--- src/verilog/scrwc_consts.svh ---
// Offsets, bit positions, reset values and timing counts of the clock/reset/wake controller
`ifndef SCRWC_CONSTS_SVH
`define SCRWC_CONSTS_SVH
`define SCRWC_CLK_PERIOD_NS 100
`define SCRWC_RST_HOLD_NS   1000
`define SCRWC_RST_HOLD_CYC  ((`SCRWC_RST_HOLD_NS + `SCRWC_CLK_PERIOD_NS - 1) / `SCRWC_CLK_PERIOD_NS)
`define SCRWC_TICK_NS       1000
`define SCRWC_TICK_CYC      (`SCRWC_TICK_NS / `SCRWC_CLK_PERIOD_NS)
`define SCRWC_NCH           5
`define SCRWC_CH_DIG        0
`define SCRWC_CH_SOFT       1
`define SCRWC_CH_P1         2
`define SCRWC_CH_P2         3
`define SCRWC_CH_VIRT       4
`define SCRWC_OFF_RST_CTL   8'h00
`define SCRWC_OFF_HARDWARE_CONFIG_REG    8'h04
`define SCRWC_OFF_PMT       8'h08
`define SCRWC_OFF_WAKE_STS  8'h0C
`define SCRWC_OFF_P1_BASIC  8'h10
`define SCRWC_OFF_P2_BASIC  8'h14
`define SCRWC_OFF_V_BASIC   8'h18
`define SCRWC_OFF_TMR_CTL   8'h1C
`define SCRWC_OFF_TMR_CNT   8'h20
`define SCRWC_OFF_FREE_CNT  8'h24
`define SCRWC_OFF_INT_STS   8'h28
`define SCRWC_OFF_INT_MASK  8'h2C
`define SCRWC_OFF_SCRATCH   8'h30
`define SCRWC_BIT_DIG_RST   0
`define SCRWC_BIT_P1_RST    1
`define SCRWC_BIT_P2_RST    2
`define SCRWC_BIT_SOFT_RST  0
`define SCRWC_BIT_PMT_VRST  10
`define SCRWC_BIT_PMT_WOUT  3
`define SCRWC_BIT_BASIC_RST 15
`define SCRWC_BIT_TMR_EN    16
`define SCRWC_TMR_RELOAD_RST 16'hFFFF
`define SCRWC_INT_TIMER     0
`define SCRWC_INT_WAKE      1
`define SCRWC_INT_RSTDONE   2
`endif

--- src/verilog/scrwc_pkg.sv ---
// Types of the clock/reset/wake controller
package scrwc_pkg;
    typedef enum logic [0:0] {
        SEQ_IDLE = 1'b0,
        SEQ_HOLD = 1'b1
    } scrwc_seq_state_type;
endpackage : scrwc_pkg

--- src/verilog/scrwc_rst_seq.sv ---
// Per-channel reset pulse sequencer
`timescale 1ns/1ps
`include "scrwc_consts.svh"
module scrwc_rst_seq
    import scrwc_pkg::*;
(
    // Clock and reset
    input  wire logic                     hclk,
    input  wire logic                     hresetn,
    // Requests and status
    input  wire logic [`SCRWC_NCH-1:0]    start,
    output logic      [`SCRWC_NCH-1:0]    active,
    output logic      [`SCRWC_NCH-1:0]    done
);
    localparam logic [7:0] HOLD_LAST = 8'(`SCRWC_RST_HOLD_CYC - 1);
    genvar i;
    for (i = 0; i < `SCRWC_NCH; i = i + 1) begin : g_ch
        scrwc_seq_state_type st_reg, st_next;
        logic [7:0]          cnt_reg, cnt_next;
        always_comb begin
            st_next  = st_reg;
            cnt_next = cnt_reg;
            case (st_reg)
                SEQ_IDLE: begin
                    if (start[i]) begin
                        st_next  = SEQ_HOLD;
                        cnt_next = HOLD_LAST;
                    end
                end
                SEQ_HOLD: begin
                    if (cnt_reg == 8'h00) begin
                        st_next = SEQ_IDLE;
                    end else begin
                        cnt_next = cnt_reg - 8'h01;
                    end
                end
                default: st_next = SEQ_IDLE;
            endcase
        end
        always_ff @(posedge hclk or negedge hresetn) begin
            if (!hresetn) begin
                st_reg  <= SEQ_IDLE;
                cnt_reg <= 8'h00;
            end else begin
                st_reg  <= st_next;
                cnt_reg <= cnt_next;
            end
        end
        assign active[i] = (st_reg == SEQ_HOLD);
        assign done[i]   = (st_reg == SEQ_HOLD) && (cnt_reg == 8'h00);
        a_hold_length:
        assert property (@(posedge hclk) disable iff (!hresetn)
            $rose(active[i]) |-> active[i] ##9 done[i])
            else $error("reset hold length wrong");
    end
endmodule : scrwc_rst_seq

--- src/verilog/scrwc_timer.sv ---
// Clock divider, general timer and free-running counter
`timescale 1ns/1ps
`include "scrwc_consts.svh"
module scrwc_timer (
    // Clock and reset
    input  wire logic        hclk,
    input  wire logic        hresetn,
    // Control
    input  wire logic        clr,
    input  wire logic        enable,
    input  wire logic [15:0] reload,
    // Status
    output logic             tick,
    output logic             expire,
    output logic      [15:0] count_reg,
    output logic      [31:0] free_reg
);
    localparam logic [7:0] TICK_LAST = 8'(`SCRWC_TICK_CYC - 1);
    logic [7:0]  div_reg, div_next;
    logic [15:0] count_next;
    logic [31:0] free_next;
    always_comb begin
        div_next   = (div_reg == 8'h00) ? TICK_LAST : div_reg - 8'h01;
        free_next  = free_reg + 32'h0000_0001;
        count_next = count_reg;
        expire     = 1'b0;
        if (clr || !enable) begin
            count_next = reload;
        end else if (tick) begin
            if (count_reg == 16'h0000) begin
                count_next = reload;
                expire     = 1'b1;
            end else begin
                count_next = count_reg - 16'h0001;
            end
        end
    end
    assign tick = (div_reg == 8'h00);
    always_ff @(posedge hclk or negedge hresetn) begin
        if (!hresetn) begin
            div_reg   <= 8'h00;
            count_reg <= `SCRWC_TMR_RELOAD_RST;
            free_reg  <= 32'h0000_0000;
        end else begin
            div_reg   <= div_next;
            count_reg <= count_next;
            free_reg  <= free_next;
        end
    end
    a_timer_reload:
    assert property (@(posedge hclk) disable iff (!hresetn)
        expire |=> count_reg == $past(reload))
        else $error("timer did not reload");
endmodule : scrwc_timer

--- src/verilog/scrwc_ctrl.sv ---
// Clock, reset and wake controller with AHB-Lite registers
`timescale 1ns/1ps
`include "scrwc_consts.svh"
module scrwc_ctrl
    import scrwc_pkg::*;
(
    // Clock and reset
    input  wire logic        hclk,
    input  wire logic        hresetn,
    // AHB-Lite slave
    input  wire logic        hsel,
    input  wire logic [31:0] haddr,
    input  wire logic [1:0]  htrans,
    input  wire logic        hwrite,
    input  wire logic [2:0]  hsize,
    input  wire logic [31:0] hwdata,
    input  wire logic        hready,
    output logic             hreadyout,
    output logic             hresp,
    output logic      [31:0] hrdata,
    // Chip reset sources
    input  wire logic        por_n,
    input  wire logic        ext_reset_n_pin,
    // Wake event sources
    input  wire logic        wake_frame_det,
    input  wire logic        energy_det,
    input  wire logic        magic_det,
    // Reset and clock outputs
    output logic             digital_rst,
    output logic             soft_rst,
    output logic             port1_rst,
    output logic             port2_rst,
    output logic             virtual_rst,
    output logic             module_clk_en,
    // Wake and interrupt
    output logic             wake_event_output,
    output logic             irq
);
    logic                  wr_en_reg, wr_en_next;
    logic [7:0]            addr_reg, addr_next;
    logic [31:0]           hrdata_reg, hrdata_next;
    logic [2:0]            reset_control_reg, rst_ctl_next;
    logic                  soft_reset_bit, soft_bit_next;
    logic [3:0]            wake_cfg_reg, wake_cfg_next;
    logic                  vrst_bit_reg, vrst_bit_next;
    logic [2:0]            wake_sts_reg, wake_sts_next;
    logic                  p1_basic_reg, p1_basic_next;
    logic                  p2_basic_reg, p2_basic_next;
    logic                  v_basic_reg, v_basic_next;
    logic [16:0]           tmr_ctl_reg, tmr_ctl_next;
    logic [2:0]            int_sts_reg, int_sts_next;
    logic [2:0]            int_mask_reg, int_mask_next;
    logic [31:0]           scratch_reg, scratch_next;
    logic [4:0]            rst_out_reg, rst_out_next;
    logic                  wake_out_reg, wake_out_next;
    logic [`SCRWC_NCH-1:0] start_vec, seq_active, seq_done;
    logic [2:0]            wake_ev, int_ev;
    logic                  addr_ph, chip_req, soft_clr, rd_sts;
    logic                  tmr_tick, tmr_expire;
    logic [15:0]           tmr_count;
    logic [31:0]           free_count;
    logic                  w_rst, w_pmt, w_wsts, w_p1, w_p2, w_vb;

    assign addr_ph   = hsel && htrans[1] && hready;
    assign chip_req  = !por_n || !ext_reset_n_pin;
    assign soft_clr  = seq_active[`SCRWC_CH_SOFT] || seq_active[`SCRWC_CH_DIG];
    assign rd_sts    = addr_ph && !hwrite && (haddr[7:0] == `SCRWC_OFF_INT_STS);
    assign w_rst     = wr_en_reg && (addr_reg == `SCRWC_OFF_RST_CTL);
    assign w_pmt     = wr_en_reg && (addr_reg == `SCRWC_OFF_PMT);
    assign w_wsts    = wr_en_reg && (addr_reg == `SCRWC_OFF_WAKE_STS);
    assign w_p1      = wr_en_reg && (addr_reg == `SCRWC_OFF_P1_BASIC);
    assign w_p2      = wr_en_reg && (addr_reg == `SCRWC_OFF_P2_BASIC);
    assign w_vb      = wr_en_reg && (addr_reg == `SCRWC_OFF_V_BASIC);
    assign wake_ev   = {magic_det, energy_det, wake_frame_det} & wake_cfg_reg[2:0];

    // Reset starts
    always_comb begin
        start_vec = '0;
        start_vec[`SCRWC_CH_DIG] = w_rst && hwdata[`SCRWC_BIT_DIG_RST]
            && !reset_control_reg[`SCRWC_BIT_DIG_RST];
        start_vec[`SCRWC_CH_SOFT] = wr_en_reg && (addr_reg == `SCRWC_OFF_HARDWARE_CONFIG_REG)
            && hwdata[`SCRWC_BIT_SOFT_RST] && !soft_reset_bit;
        start_vec[`SCRWC_CH_P1] = ((w_rst && hwdata[`SCRWC_BIT_P1_RST])
            || (w_p1 && hwdata[`SCRWC_BIT_BASIC_RST]))
            && !seq_active[`SCRWC_CH_P1];
        start_vec[`SCRWC_CH_P2] = ((w_rst && hwdata[`SCRWC_BIT_P2_RST])
            || (w_p2 && hwdata[`SCRWC_BIT_BASIC_RST]))
            && !seq_active[`SCRWC_CH_P2];
        start_vec[`SCRWC_CH_VIRT] = (start_vec[`SCRWC_CH_DIG]
            || (w_pmt && hwdata[`SCRWC_BIT_PMT_VRST])
            || (w_vb && hwdata[`SCRWC_BIT_BASIC_RST]))
            && !seq_active[`SCRWC_CH_VIRT];
    end

    scrwc_rst_seq u_seq (
        .hclk    (hclk),
        .hresetn (hresetn),
        .start   (start_vec),
        .active  (seq_active),
        .done    (seq_done)
    );

    scrwc_timer u_timer (
        .hclk      (hclk),
        .hresetn   (hresetn),
        .clr       (chip_req || soft_clr),
        .enable    (tmr_ctl_reg[`SCRWC_BIT_TMR_EN]),
        .reload    (tmr_ctl_reg[15:0]),
        .tick      (tmr_tick),
        .expire    (tmr_expire),
        .count_reg (tmr_count),
        .free_reg  (free_count)
    );

    assign int_ev = {|seq_done, |(wake_ev & ~wake_sts_reg), tmr_expire};

    // Read data mux, sampled in the address phase
    always_comb begin
        hrdata_next = 32'h0000_0000;
        case (haddr[7:0])
            `SCRWC_OFF_RST_CTL:  hrdata_next[2:0] = reset_control_reg;
            `SCRWC_OFF_HARDWARE_CONFIG_REG:   hrdata_next[0] = soft_reset_bit;
            `SCRWC_OFF_PMT:      hrdata_next = {21'h0, vrst_bit_reg, 6'h0, wake_cfg_reg};
            `SCRWC_OFF_WAKE_STS: hrdata_next[2:0] = wake_sts_reg;
            `SCRWC_OFF_P1_BASIC: hrdata_next[15] = p1_basic_reg;
            `SCRWC_OFF_P2_BASIC: hrdata_next[15] = p2_basic_reg;
            `SCRWC_OFF_V_BASIC:  hrdata_next[15] = v_basic_reg;
            `SCRWC_OFF_TMR_CTL:  hrdata_next[16:0] = tmr_ctl_reg;
            `SCRWC_OFF_TMR_CNT:  hrdata_next[15:0] = tmr_count;
            `SCRWC_OFF_FREE_CNT: hrdata_next = free_count;
            `SCRWC_OFF_INT_STS:  hrdata_next[2:0] = int_sts_reg;
            `SCRWC_OFF_INT_MASK: hrdata_next[2:0] = int_mask_reg;
            `SCRWC_OFF_SCRATCH:  hrdata_next = scratch_reg;
            default:             hrdata_next = 32'h0000_0000;
        endcase
        if (!addr_ph || hwrite) begin
            hrdata_next = hrdata_reg;
        end
    end

    // Register next values
    always_comb begin
        wr_en_next    = addr_ph && hwrite;
        addr_next     = addr_ph ? haddr[7:0] : addr_reg;
        rst_ctl_next  = reset_control_reg & ~{seq_done[`SCRWC_CH_P2],
            seq_done[`SCRWC_CH_P1], seq_done[`SCRWC_CH_DIG]};
        soft_bit_next = soft_reset_bit && !seq_done[`SCRWC_CH_SOFT];
        vrst_bit_next = vrst_bit_reg && !seq_done[`SCRWC_CH_VIRT];
        p1_basic_next = p1_basic_reg && !seq_done[`SCRWC_CH_P1];
        p2_basic_next = p2_basic_reg && !seq_done[`SCRWC_CH_P2];
        v_basic_next  = v_basic_reg && !seq_done[`SCRWC_CH_VIRT];
        wake_cfg_next = wake_cfg_reg;
        wake_sts_next = wake_sts_reg;
        tmr_ctl_next  = tmr_ctl_reg;
        int_mask_next = int_mask_reg;
        scratch_next  = scratch_reg;
        int_sts_next  = int_sts_reg;
        if (w_rst) begin
            rst_ctl_next = rst_ctl_next | (hwdata[2:0] & {start_vec[`SCRWC_CH_P2],
                start_vec[`SCRWC_CH_P1], start_vec[`SCRWC_CH_DIG]});
        end
        if (start_vec[`SCRWC_CH_SOFT]) begin
            soft_bit_next = 1'b1;
        end
        if (w_pmt) begin
            wake_cfg_next = hwdata[3:0];
            vrst_bit_next = vrst_bit_next || (hwdata[`SCRWC_BIT_PMT_VRST]
                && start_vec[`SCRWC_CH_VIRT]);
        end
        if (w_p1 && start_vec[`SCRWC_CH_P1]) begin
            p1_basic_next = hwdata[`SCRWC_BIT_BASIC_RST];
        end
        if (w_p2 && start_vec[`SCRWC_CH_P2]) begin
            p2_basic_next = hwdata[`SCRWC_BIT_BASIC_RST];
        end
        if (w_vb && start_vec[`SCRWC_CH_VIRT]) begin
            v_basic_next = hwdata[`SCRWC_BIT_BASIC_RST];
        end
        if (w_wsts) begin
            wake_sts_next = 3'h0;
        end
        wake_sts_next = wake_sts_next | wake_ev;
        if (wr_en_reg && (addr_reg == `SCRWC_OFF_TMR_CTL)) begin
            tmr_ctl_next = hwdata[16:0];
        end
        if (wr_en_reg && (addr_reg == `SCRWC_OFF_INT_MASK)) begin
            int_mask_next = hwdata[2:0];
        end
        if (wr_en_reg && (addr_reg == `SCRWC_OFF_SCRATCH)) begin
            scratch_next = hwdata;
        end
        if (rd_sts) begin
            int_sts_next = 3'h0;
        end
        int_sts_next = int_sts_next | int_ev;
        if (soft_clr) begin
            tmr_ctl_next  = {1'b0, `SCRWC_TMR_RELOAD_RST};
            int_mask_next = 3'h0;
            int_sts_next  = int_ev;
            wake_sts_next = wake_ev; // Scratch and wake config kept
        end
        rst_out_next = {5{chip_req}} | seq_active;
        rst_out_next[`SCRWC_CH_SOFT] = rst_out_next[`SCRWC_CH_SOFT]
            || seq_active[`SCRWC_CH_DIG];
        wake_out_next = wake_cfg_reg[`SCRWC_BIT_PMT_WOUT] && (|wake_sts_reg);
        if (chip_req) begin
            rst_ctl_next  = 3'h0;
            soft_bit_next = 1'b0;
            vrst_bit_next = 1'b0;
            p1_basic_next = 1'b0;
            p2_basic_next = 1'b0;
            v_basic_next  = 1'b0;
            wake_cfg_next = 4'h0;
            wake_sts_next = 3'h0;
            tmr_ctl_next  = {1'b0, `SCRWC_TMR_RELOAD_RST};
            int_mask_next = 3'h0;
            int_sts_next  = 3'h0;
            scratch_next  = 32'h0000_0000;
            wake_out_next = 1'b0;
        end
    end

    always_ff @(posedge hclk or negedge hresetn) begin
        if (!hresetn) begin
            wr_en_reg         <= 1'b0;
            addr_reg          <= 8'h00;
            hrdata_reg        <= 32'h0000_0000;
            reset_control_reg <= 3'h0;
            soft_reset_bit    <= 1'b0;
            wake_cfg_reg      <= 4'h0;
            vrst_bit_reg      <= 1'b0;
            wake_sts_reg      <= 3'h0;
            p1_basic_reg      <= 1'b0;
            p2_basic_reg      <= 1'b0;
            v_basic_reg       <= 1'b0;
            tmr_ctl_reg       <= {1'b0, `SCRWC_TMR_RELOAD_RST};
            int_sts_reg       <= 3'h0;
            int_mask_reg      <= 3'h0;
            scratch_reg       <= 32'h0000_0000;
            rst_out_reg       <= 5'h1F;
            wake_out_reg      <= 1'b0;
        end else begin
            wr_en_reg         <= wr_en_next;
            addr_reg          <= addr_next;
            hrdata_reg        <= hrdata_next;
            reset_control_reg <= rst_ctl_next;
            soft_reset_bit    <= soft_bit_next;
            wake_cfg_reg      <= wake_cfg_next;
            vrst_bit_reg      <= vrst_bit_next;
            wake_sts_reg      <= wake_sts_next;
            p1_basic_reg      <= p1_basic_next;
            p2_basic_reg      <= p2_basic_next;
            v_basic_reg       <= v_basic_next;
            tmr_ctl_reg       <= tmr_ctl_next;
            int_sts_reg       <= int_sts_next;
            int_mask_reg      <= int_mask_next;
            scratch_reg       <= scratch_next;
            rst_out_reg       <= rst_out_next;
            wake_out_reg      <= wake_out_next;
        end
    end

    assign hreadyout         = 1'b1;
    assign hresp             = 1'b0;
    assign hrdata            = hrdata_reg;
    assign digital_rst       = rst_out_reg[`SCRWC_CH_DIG];
    assign soft_rst          = rst_out_reg[`SCRWC_CH_SOFT];
    assign port1_rst         = rst_out_reg[`SCRWC_CH_P1];
    assign port2_rst         = rst_out_reg[`SCRWC_CH_P2];
    assign virtual_rst       = rst_out_reg[`SCRWC_CH_VIRT];
    assign module_clk_en     = tmr_tick;
    assign wake_event_output = wake_out_reg;
    assign irq               = |(int_sts_reg & int_mask_reg);

    a_chip_reset_all:
    assert property (@(posedge hclk) disable iff (!hresetn)
        chip_req |=> digital_rst && soft_rst && port1_rst && port2_rst && virtual_rst)
        else $error("chip reset did not assert all resets");
    a_digital_spares_port:
    assert property (@(posedge hclk) disable iff (!hresetn)
        (seq_active[`SCRWC_CH_DIG] && !seq_active[`SCRWC_CH_P1] && !chip_req)
        |=> digital_rst && soft_rst && !port1_rst)
        else $error("digital reset scope wrong");
    a_soft_scope_only:
    assert property (@(posedge hclk) disable iff (!hresetn)
        (seq_active[`SCRWC_CH_SOFT] && !seq_active[`SCRWC_CH_DIG] && !chip_req)
        |=> soft_rst && !digital_rst)
        else $error("soft reset scope wrong");
    a_port2_start:
    assert property (@(posedge hclk) disable iff (!hresetn)
        start_vec[`SCRWC_CH_P2] |=> ##1 port2_rst)
        else $error("port 2 reset not issued");
    a_port1_start:
    assert property (@(posedge hclk) disable iff (!hresetn)
        (w_p1 && hwdata[`SCRWC_BIT_BASIC_RST] && !seq_active[`SCRWC_CH_P1])
        |-> ##2 port1_rst)
        else $error("port 1 reset not issued");
    a_virt_from_pmt:
    assert property (@(posedge hclk) disable iff (!hresetn)
        (w_pmt && hwdata[`SCRWC_BIT_PMT_VRST] && !seq_active[`SCRWC_CH_VIRT])
        |-> ##2 virtual_rst)
        else $error("virtual reset not issued");
    a_wake_drives_out:
    assert property (@(posedge hclk) disable iff (!hresetn)
        (wake_cfg_reg[`SCRWC_BIT_PMT_WOUT] && (|wake_sts_reg) && !chip_req)
        |=> wake_event_output)
        else $error("wake output missing");
    a_wac_clears:
    assert property (@(posedge hclk) disable iff (!hresetn)
        (w_wsts && !magic_det && !energy_det && !wake_frame_det)
        |=> wake_sts_reg == 3'h0)
        else $error("wake status not cleared");
    a_scratch_kept:
    assert property (@(posedge hclk) disable iff (!hresetn)
        (soft_clr && !chip_req && !(wr_en_reg && addr_reg == `SCRWC_OFF_SCRATCH))
        |=> $stable(scratch_reg))
        else $error("immune register changed");
    a_dig_self_clear:
    assert property (@(posedge hclk) disable iff (!hresetn)
        seq_done[`SCRWC_CH_DIG] |=> !reset_control_reg[`SCRWC_BIT_DIG_RST])
        else $error("request bit not cleared");
endmodule : scrwc_ctrl

--- config.mk ---
export PLATFORM = sky130hd
export DESIGN_NAME = scrwc_ctrl
export DESIGN_NICKNAME = d
export VERILOG_FILES = /design/src/verilog/scrwc_pkg.sv /design/src/verilog/scrwc_rst_seq.sv /design/src/verilog/scrwc_timer.sv /design/src/verilog/scrwc_ctrl.sv
export VERILOG_INCLUDE_DIRS = /design/src /design/src/verilog
export SDC_FILE = /design/constraint.sdc
export NUM_CORES = 1
export LEC_CHECK = 0
export BUFFER_PORTS_ARGS = -buffer_cell sky130_fd_sc_hd__buf_4
export CELL_PAD_IN_SITES_DETAIL_PLACEMENT = 1
export CELL_PAD_IN_SITES_GLOBAL_PLACEMENT = 2
export CORE_UTILIZATION = 40
export DETAILED_ROUTE_END_ITERATION = 6
export PLACE_DENSITY_LB_ADDON = 0.1
export SLEW_MARGIN = 20
export SYNTH_ARGS = -nofsm -noshare
export SYNTH_HDL_FRONTEND = slang
export SYNTH_SLANG_ARGS = --single-unit
--- constraint.sdc ---
create_clock -name hclk -period 3.26 [get_ports hclk]
set_clock_uncertainty 0.05 [all_clocks]
set_input_delay 0.163 -clock hclk [delete_from_list [all_inputs] [get_ports hclk]]
set_output_delay 0.163 -clock hclk [all_outputs]
set_load 0.1 [all_outputs]
==> out/summary.md <==
The most used flip-flop cell after synthesis is sky130_fd_sc_hd__dfrtp_1. The net switching share of the total power is 33.0%. In this run the clock root is driven by a sky130_fd_sc_hd__clkbuf_16. The register with the most flip-flops in the layout has 40 of them. The logs give 0 for the initial antenna violation count and 2.53 mW for the switching power of the nets.

The launch instance of the worst min-delay path was haddr[2]. Kind of cell adding the most delay to the critical path: simple AND/OR/NAND/NOR gates. The first-pass GRT wire length was 53,200 um.

Maximum fanout encountered on the critical timing path: 9. The setup path with the least slack is of type register to primary output. STA classifies the critical path startpoint as a register.

The run gives 0 as the number of nets with antenna violations after detailed routing. The checks that failed: DRC. The tools report the post-cts hold buffer count as 42. The tools report the share of power burned in combinational logic as 21.3%. During synthesis, Yosys emitted a total of 0 warnings. In this run the tool buffered the top-level ports with 90 buffer cells. The worst hold path belongs to the class primary input to register. For this block, the routed nets add up to 33,100 um of wire. Number of synthesized flops with an enable pin: 0. The die is 166 um tall. The logs give 0 for the count of instances resized after the clock tree is built and 0 for the final number of max-transition violations. For this design the top-level I/O count stands at 121. The share of synthesized area in the top cell type comes to 42.0%. For this run, the share of the core covered by cells in the final layout is 49.8%. In this run the static leakage power is 5.64 nW. At the end of routability-driven placement, the weighted congestion stood at 0.820.

For the worst setup path, the data required time is 3050 ps. Entering global routing, the biggest net connects 98 pins. Number of distinct library cell variants in the gate-level netlist after synthesis: 74. Averaged over all synthesized cells, the footprint is 9.61 um^2.

The worst flop-to-flop path startpoint was u_seq.g_ch[1].st_reg. Relative to the synthesized area, the layout overhead comes to 21.3%. The initial utilization of the core area, before any placement, comes to 41.1%. The run gives 0 as the post-CTS setup-driven buffer insertion count. The end point of the worst hold path is addr_reg[2].

In this run the tightest slew margin relative to its limit is 37.1%. Ranked by total cell area, the synthesized netlist is headed by sky130_fd_sc_hd__dfrtp_1 42%, sky130_fd_sc_hd__dfstp_2 9.0%, sky130_fd_sc_hd__nand2_1 6.5%. After detailed routing, the number of vias per cell comes to 5.59.

The area of all sequential standard cells came out at 0.00550 mm^2. The die covers 0.0276 mm^2. The setup check on the worst reg-to-reg path leaves a slack of 820 ps. The number of hold violations in the final report came out at 0. The number of nets in the synthesized netlist is 1,214. The setup violation total in the final timing report came out at 0.

The worst hold path cell count is 2. For the final routed database, the setup TNS stands at 0 ps. The first routing iteration left 559 violations. Counting flops with an async set or reset pin after synthesis yields a share of 100%. The part of the power in the clock network was 36.0%; the final HPWL from detailed placement was 22,400 um. The cell depth of the worst flop-to-flop path is 7. For the arrival time of data at the critical path endpoint, the log shows 2250 ps. The worst reg2reg path endpoint is u_timer.count_reg[0].

For this run the aggregate overflow at the end of global routing stands at 0. The library cells used most frequently in the layout, excluding fill and tap cells, are 185 x sky130_fd_sc_hd__nand2_1, 181 x sky130_fd_sc_hd__dfrtp_1, 110 x sky130_fd_sc_hd__buf_4. At the end of the flow, the number of nets in the layout was 1,342.

For the H-tree depth, the log shows 1. After layout, the minimum clock period comes to 2460 ps. After detailed routing, the number of remaining DRC violations is 16. Cells with a size suffix above 1 make up 17.7% of the layout. After layout, the worst path uses 75.5% of the clock period. The die is 166 um wide.

The slew at the pin with the worst max-slew slack is 939 ps. The number of global-route vias before repair is 9,497, and the peak clock frequency supported by timing is 407 MHz. The sequential cell fraction of total power was 42.7%; the area of the core was 0.0262 mm^2. The sequential element share of the synthesized area was 51.1%. Synthesis produced a netlist whose cell count is 1,121. The worst vdd rail ir drop was 428 uV; the count of TritonRoute iterations in the first routing pass was 7. The average wire length per cell after detail routing came out at 20.6 um. The initialized floorplan defines 59 standard-cell rows. Summing over every cut layer, the via total after detailed routing is 8,972.

The run gives 26 as the number of buffers added by the clock tree synthesis step. TritonCTS built the clock tree. Across the run, the number of max-cap violations was 0. Summing all multi-input logic gate instances after layout gives 0.00490 mm^2. Together, buffers and inverters on the worst path number 2.

The synthesized design contains 218 register bits. The run finished, with violations left. For this run, the total global-route usage over all layers was measured as 24.3%. The highest-delay cell along the critical path was sky130_fd_sc_hd__dfrtp_1. Leaving out fill and tap cells, the most frequent cell in the layout is sky130_fd_sc_hd__nand2_1. The signal on the critical path passes through nor4_2 -> nand2_1 -> inv_2 -> buf_4. After clock tree synthesis, the clock-pin slew on the worst setup and hold paths is 60 ps. Setup repair after global routing left no endpoint under its margin.

Clock latency on the worst-skew pair, taken at its later pin, is 550 ps. No sink is reached through more buffers than the 3 on the longest clock path. The internal power summed over all cells was 5.13 mW; the area of the mapped netlist was 0.0108 mm^2.

The power density over the cells was 586 mW/mm^2. The largest single stage delay on the critical path is 400 ps. The worst setup path is captured at a primary output. CTS saw 218 sinks. Count of fill cells added during filler insertion: 2,953. Summed over all instances, the cell type with the most area after synthesis is sky130_fd_sc_hd__dfrtp_1.
[through the flow]
stage                     worst slack, ps  cells  hold slack [ps]  total power [mW]  area (um^2)
after CTS                             752   1604             3.13              7.76        13100
after detailed placement              846   1514              213              4.92        11800
after global placement                865   1514              216              4.88        11800
final                                 800   1605             28.3              7.66        13100
after floorplan                       972   1121             -183              4.42        10800
after global routing                  615   1604             44.0              8.04        13100
[layout make-up]
class                   count  share of cell area, %
multi-input cells         811                   37.5
clock inverters             4                  0.239
diodes                      1                 0.0192
well taps                 335                   3.21
flip-flops and latches    218                   42.1
inverters                  37                   1.06
repair buffers            155                   9.96
clock buffers              44                   5.88
[worst reg2reg max path, stage by stage, from the launching register on]
cell	delay [ps]
sky130_fd_sc_hd__dfrtp_1	570
sky130_fd_sc_hd__nor4bb_4	480
sky130_fd_sc_hd__buf_4	350
sky130_fd_sc_hd__nand2_1	110
sky130_fd_sc_hd__nor2_1	100
sky130_fd_sc_hd__buf_4	220
sky130_fd_sc_hd__nor2_1	160
sky130_fd_sc_hd__a221o_1	320
[routing by layer]
metal | global-route usage [%] | part of all wire, % | vias up
li1 | - | - | 4229
met3 | 3.31 | 4.3 | 38
met5 | 0 | 0 | -
met4 | 5.97 | 1.8 | 0
met2 | 40.7 | 48 | 191
met1 | 33.4 | 46 | 4514
[synthesized netlist by cell type, types with 21 or more instances]
cell type                    n
sky130_fd_sc_hd__a21oi_1    65
sky130_fd_sc_hd__a22oi_1    21
sky130_fd_sc_hd__clkbuf_1   30
sky130_fd_sc_hd__dfrtp_1   181
sky130_fd_sc_hd__dfstp_2    37
sky130_fd_sc_hd__inv_1      36
sky130_fd_sc_hd__nand2_1   186
sky130_fd_sc_hd__nand3_1    45
sky130_fd_sc_hd__nor2_1    105
sky130_fd_sc_hd__nor3_1     35
sky130_fd_sc_hd__o21ai_0    41
sky130_fd_sc_hd__xnor2_1    38
[kinds of logic (layout without fill, tap and decap cells)]
logic type      after synthesis  count (layout)  share of synthesized area (%)
simple gates                481             481                           21.6
other cells                   2               3                         0.0697
flops                       218             218                           51.1
buf+inv                      92             240                           3.62
compound gates              229             229                           14.4
mux                          33              33                           3.44
xor+xnor                     52              52                           4.23
fa+ha+maj                    14              14                           1.63
[power by group through the flow]
stage                     combinational [mW]  clock [mW]  sequential [mW]
after floorplan                        0.717           0             3.71
after global placement                  1.57           0             3.31
after detailed placement                1.60           0             3.31
after CTS                               1.65        2.84             3.27
after global routing                    1.79        2.94             3.32
final                                   1.63        2.76             3.27
[worst max path at each step]
stage	start	endpoint	slack, ps	depth (start not counted)
final	u_timer.div_reg[4]	module_clk_en	800	4
after floorplan	u_timer.div_reg[0]	u_timer.count_reg[14]	970	8
after detailed placement	u_seq.g_ch[1].st_reg	u_timer.count_reg[15]	850	7
after global routing	u_timer.div_reg[0]	module_clk_en	610	6
after CTS	u_timer.div_reg[4]	module_clk_en	750	4
after global placement	u_seq.g_ch[1].st_reg	u_timer.count_reg[0]	870	7
Power figures use the tool's default switching activity.
